==> config.mk <==
export PLATFORM = sky130hd
export DESIGN_NAME = acs_sequencer
export DESIGN_NICKNAME = d
export VERILOG_FILES = /design/src/acs_pkg.sv /design/src/acs_phase_timer.sv /design/src/acs_chan_decode.sv /design/src/acs_sequencer.sv
export SDC_FILE = /design/constraint.sdc
export NUM_CORES = 1
export LEC_CHECK = 0
export BUFFER_PORTS_ARGS = -buffer_cell sky130_fd_sc_hd__buf_2
export CORE_ASPECT_RATIO = 1.4
export CORE_MARGIN = 4
export CORE_UTILIZATION = 38
export DETAILED_ROUTE_END_ITERATION = 10
export GPL_TIMING_DRIVEN = 0
export PLACE_DENSITY = 0.72
export REMOVE_ABC_BUFFERS = 1
export SYNTH_ARGS = -nofsm -noshare
export SYNTH_HDL_FRONTEND = slang
export SYNTH_HIERARCHICAL = 1
export SYNTH_SLANG_ARGS = --single-unit
export TNS_END_PERCENT = 1
==> constraint.sdc <==
create_clock -name MCLK -period 4.1 [get_ports MCLK]
set_clock_uncertainty 0.05 [all_clocks]
set_input_delay 0.41 -clock MCLK [delete_from_list [all_inputs] [get_ports MCLK]]
set_output_delay 0.41 -clock MCLK [all_outputs]
set_load 0.05 [all_outputs]
==> src/acs_pkg.sv <==
/*
  Package for the converter sequencer: register offsets, field positions,
  reset values, timing constants, state encoding and shared helpers.
  Assumes a 100 MHz MCLK and 32-bit AXI4-Lite data.
*/
`default_nettype none

package acs_pkg;

  // Register byte offsets
  localparam logic [7:0] OFS_CONTROL = 8'h00;
  localparam logic [7:0] OFS_STATUS = 8'h04;
  localparam logic [7:0] OFS_RESULT = 8'h08;

  // Control register layout
  localparam int BIT_CHAN_LSB = 0;
  localparam int CHAN_W = 5;
  localparam int BIT_TRIGGER = 7;
  localparam int BIT_IRQ_EN = 8;
  localparam int BIT_REPEAT = 11;
  localparam int BIT_DMA_EN = 12;
  localparam int BIT_POWER = 15;
  localparam int BIT_WIN_LSB = 16;
  localparam int WIN_W = 3;
  localparam int BIT_REF_LSB = 20;
  localparam int REF_W = 2;
  localparam logic [31:0] CONTROL_RESET = 32'h0000_0000;
  localparam logic [31:0] CONTROL_WMASK = 32'h0037_999f;

  // Status and result layout
  localparam int BIT_DONE = 0;
  localparam int RESULT_W = 14;
  localparam int BIT_OVERRUN = 31;

  // Channel select codes
  localparam logic [4:0] CHAN_LAST_INPUT = 5'h10;
  localparam logic [4:0] CHAN_SUPPLY_MON = 5'h1f;

  // Sample window codes and their lengths in clocks
  localparam logic [2:0] WIN_CODE_3 = 3'h4;
  localparam logic [2:0] WIN_CODE_6 = 3'h5;
  localparam logic [2:0] WIN_CODE_16 = 3'h6;
  localparam logic [7:0] WIN_CYC_3 = 8'h03;
  localparam logic [7:0] WIN_CYC_6 = 8'h06;
  localparam logic [7:0] WIN_CYC_16 = 8'h10;
  localparam logic [7:0] WIN_CYC_32 = 8'h20;

  // Fixed conversion phase
  localparam int CLK_PERIOD_NS = 10;
  localparam int CONV_TIME_NS = 950;
  localparam int CONV_CYCLES = (CONV_TIME_NS + CLK_PERIOD_NS - 1) / CLK_PERIOD_NS;

  // Bus responses
  localparam logic [1:0] RESP_OKAY = 2'h0;
  localparam logic [1:0] RESP_SLVERR = 2'h2;

  typedef enum logic [1:0]
  {
    ST_IDLE = 2'b00,
    ST_SAMPLE = 2'b01,
    ST_CONVERT = 2'b11
  } acs_state_t;

  // Reserved codes take the longest window so the input always settles
  function automatic logic [7:0] acs_window_cycles(input logic [2:0] code);
    case (code)
      WIN_CODE_3: acs_window_cycles = WIN_CYC_3;
      WIN_CODE_6: acs_window_cycles = WIN_CYC_6;
      WIN_CODE_16: acs_window_cycles = WIN_CYC_16;
      default: acs_window_cycles = WIN_CYC_32;
    endcase
  endfunction : acs_window_cycles

  function automatic logic [31:0] acs_apply_strobe(input logic [31:0] old_val,
                                                   input logic [31:0] new_val,
                                                   input logic [3:0] strb);
    logic [31:0] res;
    res = old_val;
    for (int i = 0; i < 4; i++)
    begin
      if (strb[i])
      begin
        res[i*8 +: 8] = new_val[i*8 +: 8];
      end
    end
    acs_apply_strobe = res;
  endfunction : acs_apply_strobe

endpackage : acs_pkg

`default_nettype wire

==> src/acs_phase_timer.sv <==
/*
  Down counter timing one phase of a conversion.
  Assumes load is a one-cycle pulse on the MCLK domain.
*/
`default_nettype none

module acs_phase_timer #(
  parameter int CNT_W = 8
) (
  input wire logic clk,
  input wire logic srst,
  input wire logic load,
  input wire logic abort,
  input wire logic [CNT_W-1:0] count,
  output var logic done
);
  import acs_pkg::*;

  logic [CNT_W-1:0] cnt;
  logic busy;

  initial
  begin
    if (CNT_W < 2 || (2 ** CNT_W) <= CONV_CYCLES)
      $error("acs_phase_timer: CNT_W too small for conversion phase");
  end

  // Done is sampled high at the edge count cycles after the load edge, so the
  // phase driven from it lasts exactly count cycles; count must be 2 or more
  always_ff @(posedge clk)
  begin
    if (srst || abort)
    begin
      cnt <= '0;
      busy <= 1'b0;
      done <= 1'b0;
    end
    else if (load)
    begin
      cnt <= count;
      busy <= 1'b1;
      done <= 1'b0;
    end
    else if (busy)
    begin
      cnt <= cnt - 1'b1;
      done <= (cnt == CNT_W'(2));
      busy <= (cnt != CNT_W'(2));
    end
    else
    begin
      done <= 1'b0;
    end
  end

endmodule : acs_phase_timer

`default_nettype wire

==> src/acs_chan_decode.sv <==
/*
  Maps the channel select code onto the input multiplexer controls.
  Assumes the multiplexer samples its select lines on MCLK.
*/
`default_nettype none

module acs_chan_decode (
  input wire logic clk,
  input wire logic srst,
  input wire logic [acs_pkg::CHAN_W-1:0] code,
  output var logic [acs_pkg::CHAN_W-1:0] input_sel,
  output var logic supply_mon
);
  import acs_pkg::*;

  always_ff @(posedge clk)
  begin
    if (srst)
    begin
      input_sel <= '0;
      supply_mon <= 1'b0;
    end
    else if (code == CHAN_SUPPLY_MON)
    begin
      input_sel <= CHAN_LAST_INPUT; // [RULE24]
      supply_mon <= 1'b1; // [RULE24]
    end
    else if (code > CHAN_LAST_INPUT)
    begin
      input_sel <= CHAN_LAST_INPUT; // [RULE24]
      supply_mon <= 1'b0;
    end
    else
    begin
      input_sel <= code; // [RULE18]
      supply_mon <= 1'b0;
    end
  end

endmodule : acs_chan_decode

`default_nettype wire

==> src/acs_sequencer.sv <==
/*
  Top of the converter sequencer: AXI4-Lite register slave, conversion
  state machine, result word with overrun, interrupt and DMA request.
  Assumes the analog core and input mux run on MCLK and that the analog
  result is valid on the cycle the conversion phase ends.
*/
// Contract
// [RULE1] Result is 14 bits in 32-bit word
// [RULE2] Fixed 950 ns conversion after sampling
// [RULE3] Window codes give 3, 6, 16, 32 clocks
// [RULE4] Bits 21:20 select the reference
// [RULE5] Bit 15 switches analog power
// [RULE6] Single mode: one conversion per trigger
// [RULE7] Repeat mode converts until bit cleared
// [RULE8] Completion stores result and sets done flag
// [RULE9] Interrupt when done flag and enable set
// [RULE10] Software clears done flag itself
// [RULE11] Unread result overwritten, overrun set, continue
// [RULE12] Reading result word clears overrun
// [RULE13] Overrun flag is result word MSB
// [RULE14] DMA request per conversion when enabled
// [RULE15] DMA channel uses request source 59
// [RULE16] Overrun never suppresses DMA request
// [RULE17] DMA enable changed only while idle
// [RULE18] Bits 4:0 select the input channel
// [RULE19] Writing bit 7 starts conversion
// [RULE20] Software follows documented setup order
// [RULE21] Control register resets to zero
// [RULE22] Hardware clears trigger once conversion starts
// [RULE23] Write one clears done flag
// [RULE24] Codes above 16 pick 16; 31 monitors supply
// [RULE25] Unused result bits read zero
`default_nettype none

module acs_sequencer #(
  parameter int ADDR_W = 8,
  parameter int CNT_W = 8
) (
  input wire logic MCLK,
  input wire logic SRST,
  input wire logic AWVALID,
  output var logic AWREADY,
  input wire logic [ADDR_W-1:0] AWADDR,
  input wire logic [2:0] AWPROT,
  input wire logic WVALID,
  output var logic WREADY,
  input wire logic [31:0] WDATA,
  input wire logic [3:0] WSTRB,
  output var logic BVALID,
  input wire logic BREADY,
  output var logic [1:0] BRESP,
  input wire logic ARVALID,
  output var logic ARREADY,
  input wire logic [ADDR_W-1:0] ARADDR,
  input wire logic [2:0] ARPROT,
  output var logic RVALID,
  input wire logic RREADY,
  output var logic [31:0] RDATA,
  output var logic [1:0] RRESP,
  output var logic ANA_POWER_ON,
  output var logic [acs_pkg::REF_W-1:0] ANA_REF_SEL,
  output var logic [acs_pkg::CHAN_W-1:0] ANA_INPUT_SEL,
  output var logic ANA_SUPPLY_MON,
  output var logic ANA_SAMPLE,
  output var logic ANA_CONVERT,
  input wire logic [acs_pkg::RESULT_W-1:0] ANA_RESULT,
  output var logic IRQ,
  output var logic DMA_REQ
);
  import acs_pkg::*;

  initial
  begin
    if (ADDR_W < 4 || ADDR_W > 32)
      $error("acs_sequencer: ADDR_W must be 4 to 32");
  end

  // Register state
  logic [31:0] control;
  logic done_flag;
  logic overrun;
  logic unread;
  logic [RESULT_W-1:0] result;

  // Bus state
  logic aw_full;
  logic w_full;
  logic [ADDR_W-1:0] aw_addr;
  logic [31:0] w_data;
  logic [3:0] w_strb;
  logic do_write;
  logic do_read;
  logic [31:0] rd_word;
  logic rd_hit;

  // Sequencer state
  acs_state_t state;
  logic timer_load;
  logic [CNT_W-1:0] timer_count;
  logic timer_done;
  logic start;
  logic finish;

  // Control fields
  logic power_on;
  logic trigger;
  logic repeat_mode;
  logic irq_enable;
  logic dma_enable;
  logic [WIN_W-1:0] window_sel;

  assign power_on = control[BIT_POWER];
  assign trigger = control[BIT_TRIGGER];
  assign repeat_mode = control[BIT_REPEAT];
  assign irq_enable = control[BIT_IRQ_EN];
  assign dma_enable = control[BIT_DMA_EN];
  assign window_sel = control[BIT_WIN_LSB +: WIN_W];

  function automatic logic [ADDR_W-3:0] word_of(input logic [ADDR_W-1:0] addr);
    word_of = addr[ADDR_W-1:2];
  endfunction : word_of

  function automatic logic is_reg(input logic [ADDR_W-1:0] addr, input logic [7:0] ofs);
    is_reg = (word_of(addr) == (ADDR_W-2)'(ofs >> 2));
  endfunction : is_reg

  function automatic logic is_mapped(input logic [ADDR_W-1:0] addr);
    is_mapped = is_reg(addr, OFS_CONTROL) || is_reg(addr, OFS_STATUS)
                || is_reg(addr, OFS_RESULT);
  endfunction : is_mapped

  // Write address channel
  always_ff @(posedge MCLK)
  begin
    if (SRST)
    begin
      AWREADY <= 1'b0;
      aw_full <= 1'b0;
      aw_addr <= '0;
    end
    else if (AWVALID && AWREADY)
    begin
      AWREADY <= 1'b0;
      aw_full <= 1'b1;
      aw_addr <= AWADDR;
    end
    else if (do_write)
    begin
      aw_full <= 1'b0;
    end
    else
    begin
      AWREADY <= !aw_full && !BVALID;
    end
  end

  // Write data channel
  always_ff @(posedge MCLK)
  begin
    if (SRST)
    begin
      WREADY <= 1'b0;
      w_full <= 1'b0;
      w_data <= '0;
      w_strb <= '0;
    end
    else if (WVALID && WREADY)
    begin
      WREADY <= 1'b0;
      w_full <= 1'b1;
      w_data <= WDATA;
      w_strb <= WSTRB;
    end
    else if (do_write)
    begin
      w_full <= 1'b0;
    end
    else
    begin
      WREADY <= !w_full && !BVALID;
    end
  end

  assign do_write = aw_full && w_full && !BVALID;

  // Write response
  always_ff @(posedge MCLK)
  begin
    if (SRST)
    begin
      BVALID <= 1'b0;
      BRESP <= RESP_OKAY;
    end
    else if (do_write)
    begin
      BVALID <= 1'b1;
      BRESP <= is_mapped(aw_addr) ? RESP_OKAY : RESP_SLVERR;
    end
    else if (BREADY)
    begin
      BVALID <= 1'b0;
    end
  end

  // Read mux
  always_comb
  begin
    rd_word = 32'h0000_0000;
    rd_hit = 1'b1;
    if (is_reg(ARADDR, OFS_CONTROL))
    begin
      rd_word = control & CONTROL_WMASK;
    end
    else if (is_reg(ARADDR, OFS_STATUS))
    begin
      rd_word[BIT_DONE] = done_flag;
    end
    else if (is_reg(ARADDR, OFS_RESULT))
    begin
      rd_word[RESULT_W-1:0] = result; // [RULE1] [RULE25]
      rd_word[BIT_OVERRUN] = overrun; // [RULE13]
    end
    else
    begin
      rd_hit = 1'b0;
    end
  end

  assign do_read = ARVALID && ARREADY;

  // Read channel
  always_ff @(posedge MCLK)
  begin
    if (SRST)
    begin
      ARREADY <= 1'b0;
      RVALID <= 1'b0;
      RDATA <= 32'h0000_0000;
      RRESP <= RESP_OKAY;
    end
    else if (do_read)
    begin
      ARREADY <= 1'b0;
      RVALID <= 1'b1;
      RDATA <= rd_word;
      RRESP <= rd_hit ? RESP_OKAY : RESP_SLVERR;
    end
    else if (RVALID)
    begin
      RVALID <= !RREADY;
    end
    else
    begin
      ARREADY <= 1'b1;
    end
  end

  assign start = (state == ST_IDLE) && trigger && power_on;
  assign finish = (state == ST_CONVERT) && timer_done;

  // Control register; the start clears the trigger in the same edge unless a control write lands there and wins
  always_ff @(posedge MCLK)
  begin
    if (SRST)
    begin
      control <= CONTROL_RESET; // [RULE21]
    end
    else if (do_write && is_reg(aw_addr, OFS_CONTROL))
    begin
      control <= acs_apply_strobe(control, w_data, w_strb) & CONTROL_WMASK; // [RULE19]
    end
    else if (start)
    begin
      control[BIT_TRIGGER] <= 1'b0; // [RULE22]
    end
  end

  // Conversion sequencer
  always_ff @(posedge MCLK)
  begin
    if (SRST)
    begin
      state <= ST_IDLE;
    end
    else if (!power_on)
    begin
      state <= ST_IDLE; // [RULE5]
    end
    else
    begin
      case (state)
        ST_IDLE:
        begin
          if (start)
            state <= ST_SAMPLE; // [RULE19]
        end
        ST_SAMPLE:
        begin
          if (timer_done)
            state <= ST_CONVERT; // [RULE2]
        end
        ST_CONVERT:
        begin
          if (timer_done)
            state <= repeat_mode ? ST_SAMPLE : ST_IDLE; // [RULE6] [RULE7]
        end
        default:
        begin
          state <= ST_IDLE;
        end
      endcase
    end
  end

  // Phase timer loads: window on entry to sampling, fixed time on entry to conversion
  always_comb
  begin
    timer_load = 1'b0;
    timer_count = '0;
    if (start || (finish && repeat_mode))
    begin
      timer_load = 1'b1;
      timer_count = CNT_W'(acs_window_cycles(window_sel)); // [RULE3]
    end
    else if (state == ST_SAMPLE && timer_done)
    begin
      timer_load = 1'b1;
      timer_count = CNT_W'(CONV_CYCLES); // [RULE2]
    end
  end

  acs_phase_timer #(
    .CNT_W(CNT_W)
  ) u_timer (
    .clk(MCLK),
    .srst(SRST),
    .load(timer_load && power_on),
    .abort(!power_on),
    .count(timer_count),
    .done(timer_done)
  );

  // Analog phase strobes
  always_ff @(posedge MCLK)
  begin
    if (SRST || !power_on)
    begin
      ANA_SAMPLE <= 1'b0;
      ANA_CONVERT <= 1'b0;
    end
    else
    begin
      ANA_SAMPLE <= start || (finish && repeat_mode)
                    || (state == ST_SAMPLE && !timer_done);
      ANA_CONVERT <= (state == ST_SAMPLE && timer_done)
                     || (state == ST_CONVERT && !timer_done); // [RULE2]
    end
  end

  // Result word and overrun; a result read in the completion cycle neither sets nor clears overrun
  always_ff @(posedge MCLK)
  begin
    if (SRST)
    begin
      result <= '0;
      overrun <= 1'b0;
      unread <= 1'b0;
    end
    else if (finish)
    begin
      result <= ANA_RESULT; // [RULE1] [RULE8] [RULE11]
      unread <= 1'b1;
      if (unread && !(do_read && is_reg(ARADDR, OFS_RESULT)))
        overrun <= 1'b1; // [RULE11]
    end
    else if (do_read && is_reg(ARADDR, OFS_RESULT))
    begin
      overrun <= 1'b0; // [RULE12]
      unread <= 1'b0;
    end
  end

  // Done flag: completion wins over a write-one clear
  always_ff @(posedge MCLK)
  begin
    if (SRST)
    begin
      done_flag <= 1'b0;
    end
    else if (finish)
    begin
      done_flag <= 1'b1; // [RULE8]
    end
    else if (do_write && is_reg(aw_addr, OFS_STATUS) && w_strb[0] && w_data[BIT_DONE])
    begin
      done_flag <= 1'b0; // [RULE23] [RULE10]
    end
  end

  // Interrupt and DMA request; overrun plays no part in the request
  always_ff @(posedge MCLK)
  begin
    if (SRST)
    begin
      IRQ <= 1'b0;
      DMA_REQ <= 1'b0;
    end
    else
    begin
      IRQ <= (done_flag || finish) && irq_enable; // [RULE9]
      DMA_REQ <= finish && dma_enable; // [RULE14] [RULE16]
    end
  end

  // Analog configuration follows the control register
  always_ff @(posedge MCLK)
  begin
    if (SRST)
    begin
      ANA_POWER_ON <= 1'b0;
      ANA_REF_SEL <= '0;
    end
    else
    begin
      ANA_POWER_ON <= power_on; // [RULE5]
      ANA_REF_SEL <= control[BIT_REF_LSB +: REF_W]; // [RULE4]
    end
  end

  acs_chan_decode u_chan (
    .clk(MCLK),
    .srst(SRST),
    .code(control[BIT_CHAN_LSB +: CHAN_W]),
    .input_sel(ANA_INPUT_SEL),
    .supply_mon(ANA_SUPPLY_MON)
  );

endmodule : acs_sequencer

`default_nettype wire

== Word level (Yosys, flattened, before mapping) ==
Index checks and enable logic that the tools add are counted.
Storage, ports and cells
  flip-flop bits (word level): 133
  output and inout bits: 54
  word-level logic and storage cells: 160
  input port bits: 79
Operators by class
  $lt $le $gt $ge: 1
  add/sub/neg operators: 1
  equal/unequal tests: 17
  bitwise gates (word level): 2
  multiplexer cells: 46
  reduce and logical (&&, ||, !) cells: 59
Operator list (number)
  $mux 8: 5
  $mux 1: 28
  $mux 14: 2
  $logic_and 1x1->1: 23
  $pmux 6 s3: 1
  $reduce_bool 2->1: 7
  $mux 13: 1
  $eq 6x1->1 const B: 2
  $eq 6x2->1 const B: 2
  $logic_not 6->1: 2
  $mux 2: 5
  $mux 5: 2
  $reduce_and 2->1: 5
  $eq 3x3->1 const B: 3
  $eq 8x2->1 const B: 1
  $ne 8x2->1 const B: 1
  $reduce_or 2->1: 4
  $sub 8x1->8 const B: 1
  $logic_not 1->1: 7
  $logic_or 1x1->1: 7
  $mux 7: 1
  $ne 2x1->1 const B: 3
  $pmux 2 s3: 1
  $reduce_or 3->1: 2
  8 further kinds: 10

== Depth between registers and ports, before layout ==
Gate-level depths: netlist (run 1).
  depth in word-level cells: 7
  gate-level depth with buffers: 8
  gate-level depth less buffers: 7

== Hierarchy ==
The synthesis (run 1) kept the hierarchy.
Modules (own cells, without submodules)
  acs_sequencer: seq. area each 1901.8 sq um, cells an instance 430, instances 1, area each 3726.1 sq um
  acs_phase_timer: seq. area each 200.2 sq um, cells an instance 63, instances 1, area each 564.3 sq um
  acs_chan_decode: seq. area each 120.1 sq um, cells an instance 14, instances 1, area each 176.4 sq um

== Least setup slack after synthesis (run 1) ==
No wires, ideal clock.
  path type: flip-flop to flip-flop
  from: register state[0]
  to: register u_timer.cnt[7]
  setup time: 0.106 ns
  period minus slack after synthesis: 2.027 ns
  path buffers: 2
  cell stages (with the launch flop): 9
  data arrival time: 1.870 ns
  data required time: 3.944 ns
  slack: 2.073 ns
  cells stage by stage: dfxtp_1 -> and3_1 -> buf_2 -> a21oi_1 -> a21oi_1 -> buf_2 -> nor4b_1 -> o211ai_1 -> o311ai_0
Between the ends
  longest elaborated chain between the ends: 7
  elaborated cells on any way between the ends: 14
  classes of those cells: eq/ne (2); mux (3); reduce/logical (9)
Ends and longest elaborated chain
  start, declared: line acs_sequencer.sv:97  | acs_state_t state;
  start signal, assigned: line acs_sequencer.sv:305  | state <= repeat_mode ? ST_SAMPLE : ST_IDLE;
  $eq 2x2->1 or $logic_not 2->1 (tied branches): line acs_sequencer.sv:259, acs_sequencer.sv:258
  $logic_and 1x1->1 (on tied branches): line acs_sequencer.sv:259, acs_sequencer.sv:258
  $logic_and 1x1->1 (on tied branches): line acs_sequencer.sv:320, acs_sequencer.sv:258
  $logic_or 1x1->1: line acs_sequencer.sv:320  | if (start || (finish && repeat_mode))
  $mux 1 (*): line acs_sequencer.sv:320
  $logic_and 1x1->1 (*): line acs_sequencer.sv:337  | .load(timer_load && power_on),
  $mux 8 or $reduce_bool 2->1 (tied branches)
  end signal, assigned: line acs_phase_timer.sv:40  | cnt <= count;
  end signal, assigned: line acs_phase_timer.sv:46  | cnt <= cnt - 1'b1;
  end, declared: line acs_phase_timer.sv:19  | logic [CNT_W-1:0] cnt;
Every way passes the cells marked *; elsewhere a longest branch is shown, timed or not.
A chain may end at the register's enable or synchronous reset.

== Worst setup path in the final report (run 1) ==
  from: register state[0]
  to: register u_timer.cnt[2]
Between the ends
  longest elaborated chain between the ends: 7
  elaborated cells on any way between the ends: 16
  classes of those cells: eq/ne (2); mux (5); reduce/logical (9)
Ends and longest elaborated chain (line)
  $eq 2x2->1 or $logic_not 2->1 (tied branches): acs_sequencer.sv:259, acs_sequencer.sv:258
  $logic_and 1x1->1 (on tied branches): acs_sequencer.sv:259, acs_sequencer.sv:258
  $logic_and 1x1->1 (on tied branches): acs_sequencer.sv:320, acs_sequencer.sv:258
  $logic_or 1x1->1: acs_sequencer.sv:320
  $mux 1: acs_sequencer.sv:320
  $logic_and 1x1->1: acs_sequencer.sv:337
  $mux 8 or $reduce_bool 2->1 (tied branches)
Several ways; a longest one is shown, not always the timed one.

==> metrics, run 1 <==
status finished, final reports clean; CTS tree built; Area contributors post-synth dfxtp_1 50%, nand2_1 8.1%, a21oi_1 7.6%, mux2i_1 3.4%, nor2_1 2.9%; Pre-Repair DR Iteration Count 4; Mapped Area approximately 4500 um2; Slew @ Worst Pin roughly 1.3 ns; RSZ-0062 raised after global routing no; dpl hpwl 7440 um; total CTS buffers 9; Yosys top cell area share 0.497; commonest non-fill, non-tap cell in the layout dfxtp_1; hold path cells 3; minimum clock period 3.14 ns; first-pass GRT wire length 17100 um; Core Area 11400 um2; Yosys cell types 65; Synth Area in Compound Gates 0.146; Worst Reg-to-Reg Cells 5; Cells after Synth 507; Die Y ~140 um; Seq/Total Area, Yosys 0.497; Final ANT Viol Nets 0; Pleak between 2 and 2.5 nW; average size of a mapped cell 8.81 um2; Via density about 5.1; Synth Area in Adders 0.00560; crit-path max FO 19; Initial Util 0.392; Async SR Flop Fraction 0; Yosys reg bits approximately 110; main combinational cell family by area after synthesis simple AND/OR/NAND/NOR gates; CP Launch Type register; CTS resizes 0; initial DRC count 117; total global routing overflow 0; XOR/XNOR share of the synthesized area 0.00784; hold endpoint result[5]; Rows 46; vias in the first global route between 3000 and 4000; f_max 0.318 GHz; H-tree depth 3; CTS Hold Bufs 0; worst hold slack 0.251 ns; largest net degree at the start of global routing just under 90; via count 3779; warnings from Yosys 6; die area 13600 um2; Logic pwr share 0.083; # diodes 0; TritonCTS Sinks 111; WS Path Type register to register; all-layer global routing usage 0.155; nets 666; WL/cell between 10 and 15 um; most frequent cells in the layout 111 x dfxtp_1, 96 x nand2_1, 90 x buf_2; IO buf count 91; Horiz. Die Dim 99.6 um; critical path capture point type register; Post-CTS Repair Setup Buffers 0; Slew Limit Fails 0; number of enable flip-flop cells after synthesis 0; Relative slew margins 0.115; final setup TNS 0 ns; FILL cells 1135; Total Power 2.17 mW; Primary FF master, synth dfxtp_1; Critical Path RT 4.27 ns; DRC Markers 0; largest area contributor in the netlist dfxtp_1; Reg power frac 0.516; Final Hold Viols 0; fraction of layout cells with a size suffix above 1 0.212; Final Cycle Share 0.766; # Max-Cap Violations 0; multiplexer share of the synthesized area 0.0336; critical path arrival 3.31 ns; Worst-path clk slew roughly 0.070 ns; hold crit path type input port to register; # IOs 133; Clock Latency Late Sink 0.34 ns; register-to-register setup slack between 0.9 and 1 ns; initial antenna violation count 1; Register Area 2220 um2; terminus of the critical flop-to-flop path u_timer/cnt[2]; reg2reg start state[0]; Internal Power 1.63 mW; Max clock buf depth 2; P_sw roughly 0.54 mW; Peak VDD IR 0.000240 V; clock root buffer clkbuf_16; Hold Startpoint ANA_RESULT[5]; area of the multi-input gates 2020 um2; endpoints failing setup 0; clock network power share 0.400; power per standard cell area 413 nW/um2; simple-gate share of the synthesized area 0.247; final wirelength 10500 um; switching share of total power 0.247; area growth from synthesis to layout 17.3%; final estimated routing congestion in global placement ~0.8
[per-layer routing]
layer / track usage / wire (um) / vias to the layer above
li1: - / - / 1884
met1: 0.175 / 4370 / 1767
met2: 0.274 / 5310 / 103
met3: 0.0370 / 561 / 23
met4: 0.0706 / 280 / 2
met5: 0 / 7 / -
[cells by family after synthesis]
family          after synthesis
buf+inv                      48
other cells                   1
flops                       111
simple gates                219
compound gates              107
fa+ha+maj                     2
xor+xnor                      4
mux                          15
[metrics by stage]
| step | worst slack (ns) | std cells | utilization | area, um2 |
|---|---|---|---|---|
| floorplan | 1.74 | 482 | - | 4280 |
| global placement | 1.11 | 717 | 0.431 | 4910 |
| detailed placement | 0.958 | 718 | 0.434 | 4940 |
| CTS | 0.954 | 734 | 0.460 | 5240 |
| global route | 0.718 | 734 | 0.460 | 5240 |
| finish | 0.959 | 734 | 0.460 | 5240 |
[critical path, cell delays in order (launching register included)]
cell	delay [ns]
dfxtp_1	0.45
and3_1	0.69
a21oi_1	0.34
a21oi_1	0.63
clkinv_1	0.43
a2111oi_0	0.43
[cells in the mapped netlist, drive strengths merged, types with 4 or more instances]
cell type / instances
nor2: 36
a221oi: 8
inv: 9
o21ai: 9
or3: 5
nor3: 13
nor2b: 4
clkbuf: 14
dfxtp: 111
and2: 7
a21oi: 68
buf: 23
nand2b: 7
nand3: 23
nor3b: 4
nand2: 96
mux2i: 15
[state kept, by name, indices dropped and copies added (netlist names), 2 cells and up]
register / count
u_timer/cnt: 8
u_chan/input_sel: 5
aw_addr: 6
RDATA: 21
w_strb: 3
w_data: 15
ANA_REF_SEL: 2
result: 14
control: 15
state: 2
[power by group through the flow]
stage / clock network [mW] / registers (mW) / logic, mW
CTS: 0.891 / 1.12 / 0.181
finish: 0.867 / 1.12 / 0.181
floorplan: 0 / 1.17 / 0.0777
global placement: 0 / 1.14 / 0.176
detailed placement: 0 / 1.14 / 0.181
global route: 0.932 / 1.12 / 0.197
[cell type report]
| type | instances | share of cell area |
|---|---|---|
| inverter | 10 | 0.00716 |
| clock buffer | 10 | 0.0437 |
| clock inverter | 6 | 0.0131 |
| tap | 144 | 0.0344 |
| multi-input combinational | 361 | 0.385 |
| timing repair buffer | 92 | 0.0926 |
| sequential | 111 | 0.424 |
[worst max-delay path by stage]
| stage | from | to | slack, ns | cells past startpoint |
|---|---|---|---|---|
| 2_1_floorplan | state[0] | u_timer/cnt[2] | 1.74 | 5 |
| 3_3_place_gp | state[0] | u_timer/cnt[2] | 1.11 | 5 |
| 3_5_place_dp | state[0] | u_timer/cnt[2] | 0.96 | 5 |
| 4_1_cts | state[0] | u_timer/cnt[2] | 0.95 | 5 |
| 5_1_grt | state[0] | u_timer/cnt[2] | 0.72 | 5 |
| 6_report | state[0] | u_timer/cnt[2] | 0.96 | 5 |
Power figures use the tool's default switching activity.
==> run 2: changes to the inputs <==
PLACE_DENSITY = 0.74   (was 0.72)
clock period = 2.6 ns   (was 4.1 ns; I/O delays follow)
==> run 2 against run 1 <==
Compared with the run above:
- clock power grew 43%
- core utilization decreased by 0.14 points
- die area did not move
- worst hold slack lost 0.15 ns
- first-iteration DRC count increased by 19%
- setup slack got worse by 0.74 ns
- critical endpoint is now u_timer/cnt[7]
- highest routed layer is now met4
==> metrics, run 2 (synthesized netlist as in run 1, its figures left out) <==
worst hold slack 0.101 ns (-0.150 ns); crit-path leading delay family simple AND/OR/NAND/NOR gates; Crit-path slowest cell nor4b_1; minimum clock period 2.38 ns (-0.760 ns); initial antenna violation count 0 (-1); RSZ-0062 raised after global routing no; crit-path max FO 19 (unchanged); Horiz. Die Dim 99.6 um (unchanged); # IOs 133 (unchanged); Layout Utilization 0.458 (-0.00143); Final ANT Viol Nets 0 (unchanged); CP Launch Type register; Rows 46 (unchanged); endpoints failing setup 0 (unchanged); Via density 5.08 (-1.3%); H-tree depth 3 (unchanged); Critical Path RT 2.78 ns (-1.49 ns); reg2reg start state[0]; via count 3724 (-1.5%); critical path capture point type register; die area 13600 um2 (unchanged); largest net degree at the start of global routing 76 (-15%); CP max stage delay 0.53 ns (-0.16 ns); CTS Hold Bufs 0 (unchanged); fraction of layout cells with a size suffix above 1 0.216 (+0.00376); DRC Markers 0 (unchanged); Relative slew margins 0.0895 (-0.0259); hold crit path type input port to register; total global routing overflow 0 (unchanged); Final Cycle Share 0.916 (+0.150); Core Area 11400 um2 (unchanged); CTS tree built; Peak VDD IR 0.000302 V (+26%); final wirelength 10400 um (-1.4%); Initial Util 0.392 (unchanged); most frequent cells in the layout 111 x dfxtp_1, 96 x nand2_1, 90 x buf_2; Hold Startpoint WSTRB[0]; IO buf count 91 (unchanged); placed instance count 718 (unchanged); Final Non-Filler Cells 733 (-0.14%); status finished, final reports clean; Buf/Inv on CP 0 (-1); # Max-Cap Violations 0 (unchanged); critical path arrival 2.57 ns (-0.74 ns); nets 666 (unchanged); vias in the first global route 3406 (-6.3%); # diodes 0 (unchanged); Top reg by flops RDATA; Regs by FF count RDATA: 21 flops, control: 15 flops, w_data: 15 flops; Final Hold Viols 0 (unchanged); all-layer global routing usage 0.153 (-0.00206); clock root buffer clkbuf_16; CP Cell Sequence and3_4 > a21oi_1 > a21oi_2 > nor4b_1 > nand4bb_1 > o311ai_0; area growth from synthesis to layout 17.0%; Pre-Repair DR Iteration Count 6 (+2); TritonCTS Sinks 111 (unchanged); Slew Limit Fails 0 (unchanged); critical path launch point state[0]; Worst-path clk slew 0.07 ns (about the same); power per standard cell area 631 nW/um2 (+53%); Largest register FFs 21 (unchanged); register-to-register setup slack 0.22 ns (-0.74 ns); Die Y 136 um (unchanged); dpl hpwl 7360 um (-1.1%); initial DRC count 139 (+19%); Slew @ Worst Pin 1.37 ns (+0.0388 ns); Max clock buf depth 2 (unchanged); routed wl met3 472 um (-16%); f_max 0.420 GHz (+32%); first-pass GRT wire length 16600 um (-2.9%); commonest non-fill, non-tap cell in the layout dfxtp_1; Pleak 2.14 nW (-1.2%); wl on met1 4300 um (-1.7%); WS Path Type register to register; WL/cell 14.2 um (-1.3%); total CTS buffers 9 (unchanged); Routed met2 length 5370 um (+1.2%); Clock Latency Late Sink 0.34 ns (about the same); top layer used by detailed routing met4; final estimated routing congestion in global placement 0.766 (-4.9%)
[run 2: power by group]
group          leakage [nW]  switching [mW]  internal [mW]
Combinational          1.11           0.207         0.0791
Sequential            0.899          0.0275           1.74
Clock                 0.125           0.575          0.670
[run 2: timing repair]
item                                    CTS  global route
buffers inserted                          0             0
endpoints found under the setup margin    9             7
resized for setup                         2             3
[run 2: worst paths after layout]
path	end	cells past startpoint
worst min register to register	RDATA[10]	2
worst max-delay path	u_timer/cnt[7]	6
worst min-delay path	w_strb[0]	3
worst max register to register	u_timer/cnt[7]	6
[run 2: per-stage QoR]
step | setup slack (ns) | total power, mW | TNS [ns] | area (um2)
global route | 0.0147 | 3.43 | 0 | 5230
global placement | -0.421 | 2.08 | -2.16 | 4910
detailed placement | -0.497 | 2.09 | -2.54 | 4940
finish | 0.219 | 3.29 | 0 | 5230
floorplan | 0.242 | 1.97 | 0 | 4280
CTS | 0.0806 | 3.34 | 0 | 5220
[run 2: worst min-delay path, cell delays in order]
cell	delay (ns)
buf_2	0.09
nand2_1	0.05
a21oi_1	0.05
[run 2: layer usage]
| layer | vias to the layer above | GRT usage |
|---|---|---|
| met5 | - | 0 |
| met4 | 0 | 0.0683 |
| met3 | 16 | 0.0303 |
| met2 | 91 | 0.266 |
| met1 | 1740 | 0.180 |
| li1 | 1877 | - |
[run 2: layout make-up]
cell class	instances	area (um2)
Multi-Input combinational cell	361	2030
Tap cell	144	180
Sequential cell	111	2220
Clock buffer	12	246
Timing Repair Buffer	92	485
Inverter	10	37.5
Fill cell	1147	6170
Clock inverter	3	20.0
==> run 3: changes to the inputs <==
CORE_ASPECT_RATIO = 1.75   (was 1.4)
SYNTH_HIERARCHICAL = default   (was 1)
==> run 3 against run 2 <==
Compared with the run above:
- critical path depth down 1
- first-iteration DRC count increased by 55%
- combinational power decreased by 4%
- fmax up 2.4%
- critical endpoint is now control[7]
- largest cell class unchanged
- largest power group unchanged
- highest routed layer unchanged
==> metrics, run 3 <==
status finished, final reports clean; Buf/Inv on CP 0 (unchanged); Final ANT Viol Nets 0 (unchanged); dpl hpwl 7380 um (+0.26%); H-tree depth 3 (unchanged); final estimated routing congestion in global placement 0.846 (+10%); Worst Slack Setup Final 0.275 ns (+0.0557 ns); Slew Limit Fails 0 (unchanged); Yosys cell types 47 (-28%); vias in the first global route 3520 (+3.3%); Post-CTS Repair Setup Buffers 0 (unchanged); area growth from synthesis to layout 17.0% (about the same); final wirelength 10200 um (-1.9%); Yosys reg bits 111 (unchanged); Cells after Synth 519 (+2.4%); Internal Power 2.61 mW (+5.2%); Total Power 3.43 mW (+4.2%); die area 13300 um2 (-2.1%); WS Path Type register to register; final setup TNS 0 ns (unchanged); hold path cells 3 (unchanged); IO buf count 91 (unchanged); Reg power frac 0.515 (-0.020); TritonCTS Sinks 111 (unchanged); CP max stage delay 0.71 ns (+0.18 ns); largest net degree at the start of global routing 95 (+25%); first-pass GRT wire length 16300 um (-2.0%); Die Y 150 um (+9.7%); via count 3723 (-0.027%); Yosys top cell area share 0.511 (+0.0135); Pleak 2.00 nW (-6.5%); # Max-Cap Violations 0 (unchanged); Via density 5.13 (+0.94%); hold endpoint result[4]; Primary FF master, synth dfxtp_1; Critical Path RT 2.73 ns (-0.05 ns); Clock Latency Late Sink 0.34 ns (about the same); Relative slew margins 0.261 (+0.171); Horiz. Die Dim 88.9 um (-11%); Peak VDD IR 0.000412 V (+36%); average size of a mapped cell 8.38 um2 (-4.9%); setup slack at placement 0.237 ns (+0.734 ns); initial DRC count 215 (+55%); hold crit path type input port to register; Regs by FF count RDATA: 21 flops, control: 15 flops, w_data: 15 flops; Final Hold Viols 0 (unchanged); critical path capture point type register; Crit-path slowest cell nor4_4; endpoints failing setup 0 (unchanged); f_max 0.430 GHz (+2.4%); reg2reg start aw_addr[5]; CP Launch Type register; Rows 51 (+11%); crit-path max FO 19 (unchanged); Top reg by flops RDATA; Largest register FFs 21 (unchanged); terminus of the critical flop-to-flop path control[7]; warnings from Yosys 0 (-6); Hold Startpoint ANA_RESULT[4]; all-layer global routing usage 0.156 (+0.00280); # IOs 133 (unchanged); initial antenna violation count 1 (+1); CTS Hold Bufs 0 (unchanged); Area after DPL 4780 um2 (-3.4%); largest area contributor in the netlist dfxtp_1; critical path arrival 2.46 ns (-0.11 ns); number of enable flip-flop cells after synthesis 0 (unchanged); GR Util met2 0.269 (+0.00290); total global routing overflow 0 (unchanged); Slew @ Worst Pin 1.10 ns (-0.262 ns); commonest non-fill, non-tap cell in the layout nand2_1; Logic pwr share 0.080 (-0.007); most frequent cells after synthesis 114 x nand2_1, 111 x dfxtp_1, 84 x a21oi_1, 39 x nand3_1, 22 x clkbuf_1; fraction of layout cells with a size suffix above 1 0.199 (-0.0166); Async SR Flop Fraction 0 (unchanged); Final Cell Area 5090 um2 (-2.6%); RSZ-0062 raised after global routing no; CP Cell Sequence or4_4 > nor4_4 > nand2_1 > nand3_1 > a21oi_1; met3 GRT Util 0.0353 (+0.00497); Seq/Total Area, Yosys 0.511 (+0.0135); FILL cells 1085 (-5.4%); register-to-register setup slack 0.28 ns (+0.06 ns); Max clock buf depth 2 (unchanged); Worst-path clk slew 0.07 ns (about the same); minimum clock period 2.32 ns (-0.0557 ns); power per standard cell area 675 nW/um2 (+7.0%); Area contributors post-synth dfxtp_1 51%, nand2_1 9.8%, a21oi_1 9.7%, nand3_1 4.5%, buf_4 2.4%; CTS tree built; Most Crowded Layer GR met2; Initial Util 0.389 (-0.00250); crit-path leading delay family simple AND/OR/NAND/NOR gates; clock network power share 0.405 (+0.027); nets 669 (+0.45%); total CTS buffers 9 (unchanged); WL/cell 14.0 um (-0.98%); DRC Markers 0 (unchanged); met1 usage 0.174 (-0.00687); P_sw 0.819 mW (+1.1%); Mapped Area 4350 um2 (-2.6%); Pre-Repair DR Iteration Count 4 (-2); top-count cell post-synth nand2_1; Core Area 11200 um2 (-2.0%); CTS resizes 0 (-2); most frequent cells in the layout 114 x nand2_1, 111 x dfxtp_1, 90 x buf_2; critical path launch point aw_addr[5]; switching share of total power 0.239 (-0.00727); Final Cycle Share 0.894 (-0.0214); Worst Reg-to-Reg Cells 5 (-1); clock root buffer clkbuf_16
[run 3: cell count changes in the layout (fill, tap and decap cells not counted), sizes merged, moves of 3 or more]
| cell | delta |
|---|---|
| a21boi | -3 |
| or3 | -5 |
| nor2 | -15 |
| a21oi | +16 |
| a211oi | +4 |
| nand4b | -3 |
| mux2i | -15 |
| nand2 | +19 |
| nand3 | +16 |
| nor3 | +3 |
[run 3: logic make-up after synthesis]
| logic type | after synthesis | synth area share |
|---|---|---|
| simple gates | 233 | 0.257 |
| compound gates | 114 | 0.152 |
| flops | 111 | 0.511 |
| buf+inv | 52 | 0.0613 |
| xor+xnor | 5 | 0.0101 |
| fa+ha+maj | 2 | 0.00575 |
| other cells | 1 | 0.000862 |
| mux | 1 | 0.00259 |
[run 3: stage by stage]
step	hold WS (ns)	cells	utilization
global route	0.0930	726	0.456
finish	0.0968	726	0.456
global placement	0.386	709	0.428
CTS	0.0867	725	0.455
detailed placement	0.395	709	0.428
floorplan	0.279	486	-
[run 3: worst register-to-register path, stage by stage, from the launching register on]
cell and delay [ns]:
dfxtp_1 0.31, or4_4 0.55, nor4_4 0.71, nand2_1 0.31
nand3_1 0.16, a21oi_1 0.07
[run 3: how the worst max path moves through the flow]
stage,end,depth (start not counted)
finish,control[7],5
global route,control[7],5
CTS,control[7],5
detailed placement,RDATA[8],5
global placement,ANA_CONVERT,4
floorplan,control[7],5
[run 3: final cells by class]
class,instances,area [um2],area share
clock buffers,12,256,0.0504
inverters,7,26.3,0.00516
well taps,132,165,0.0325
clock inverters,4,51.3,0.0101
diodes,1,2.50,0.000492
multi-input cells,368,1910,0.375
repair buffers,91,458,0.0900
flip-flops and latches,111,2220,0.437
[run 3: layer usage]
| metal | part of all wire | wire, um |
|---|---|---|
| met5 | 0 | 0 |
| met4 | 0.030 | 310 |
| met3 | 0.053 | 541 |
| met2 | 0.52 | 5340 |
| met1 | 0.39 | 3990 |
[run 3: power groups by stage]
stage,clock [mW],combinational [mW],sequential [mW]
2_1_floorplan,0,0.120,1.86
3_5_place_dp,0,0.277,1.80
4_1_cts,1.42,0.277,1.76
6_report,1.39,0.275,1.77
3_3_place_gp,0,0.273,1.80
5_1_grt,1.50,0.299,1.77
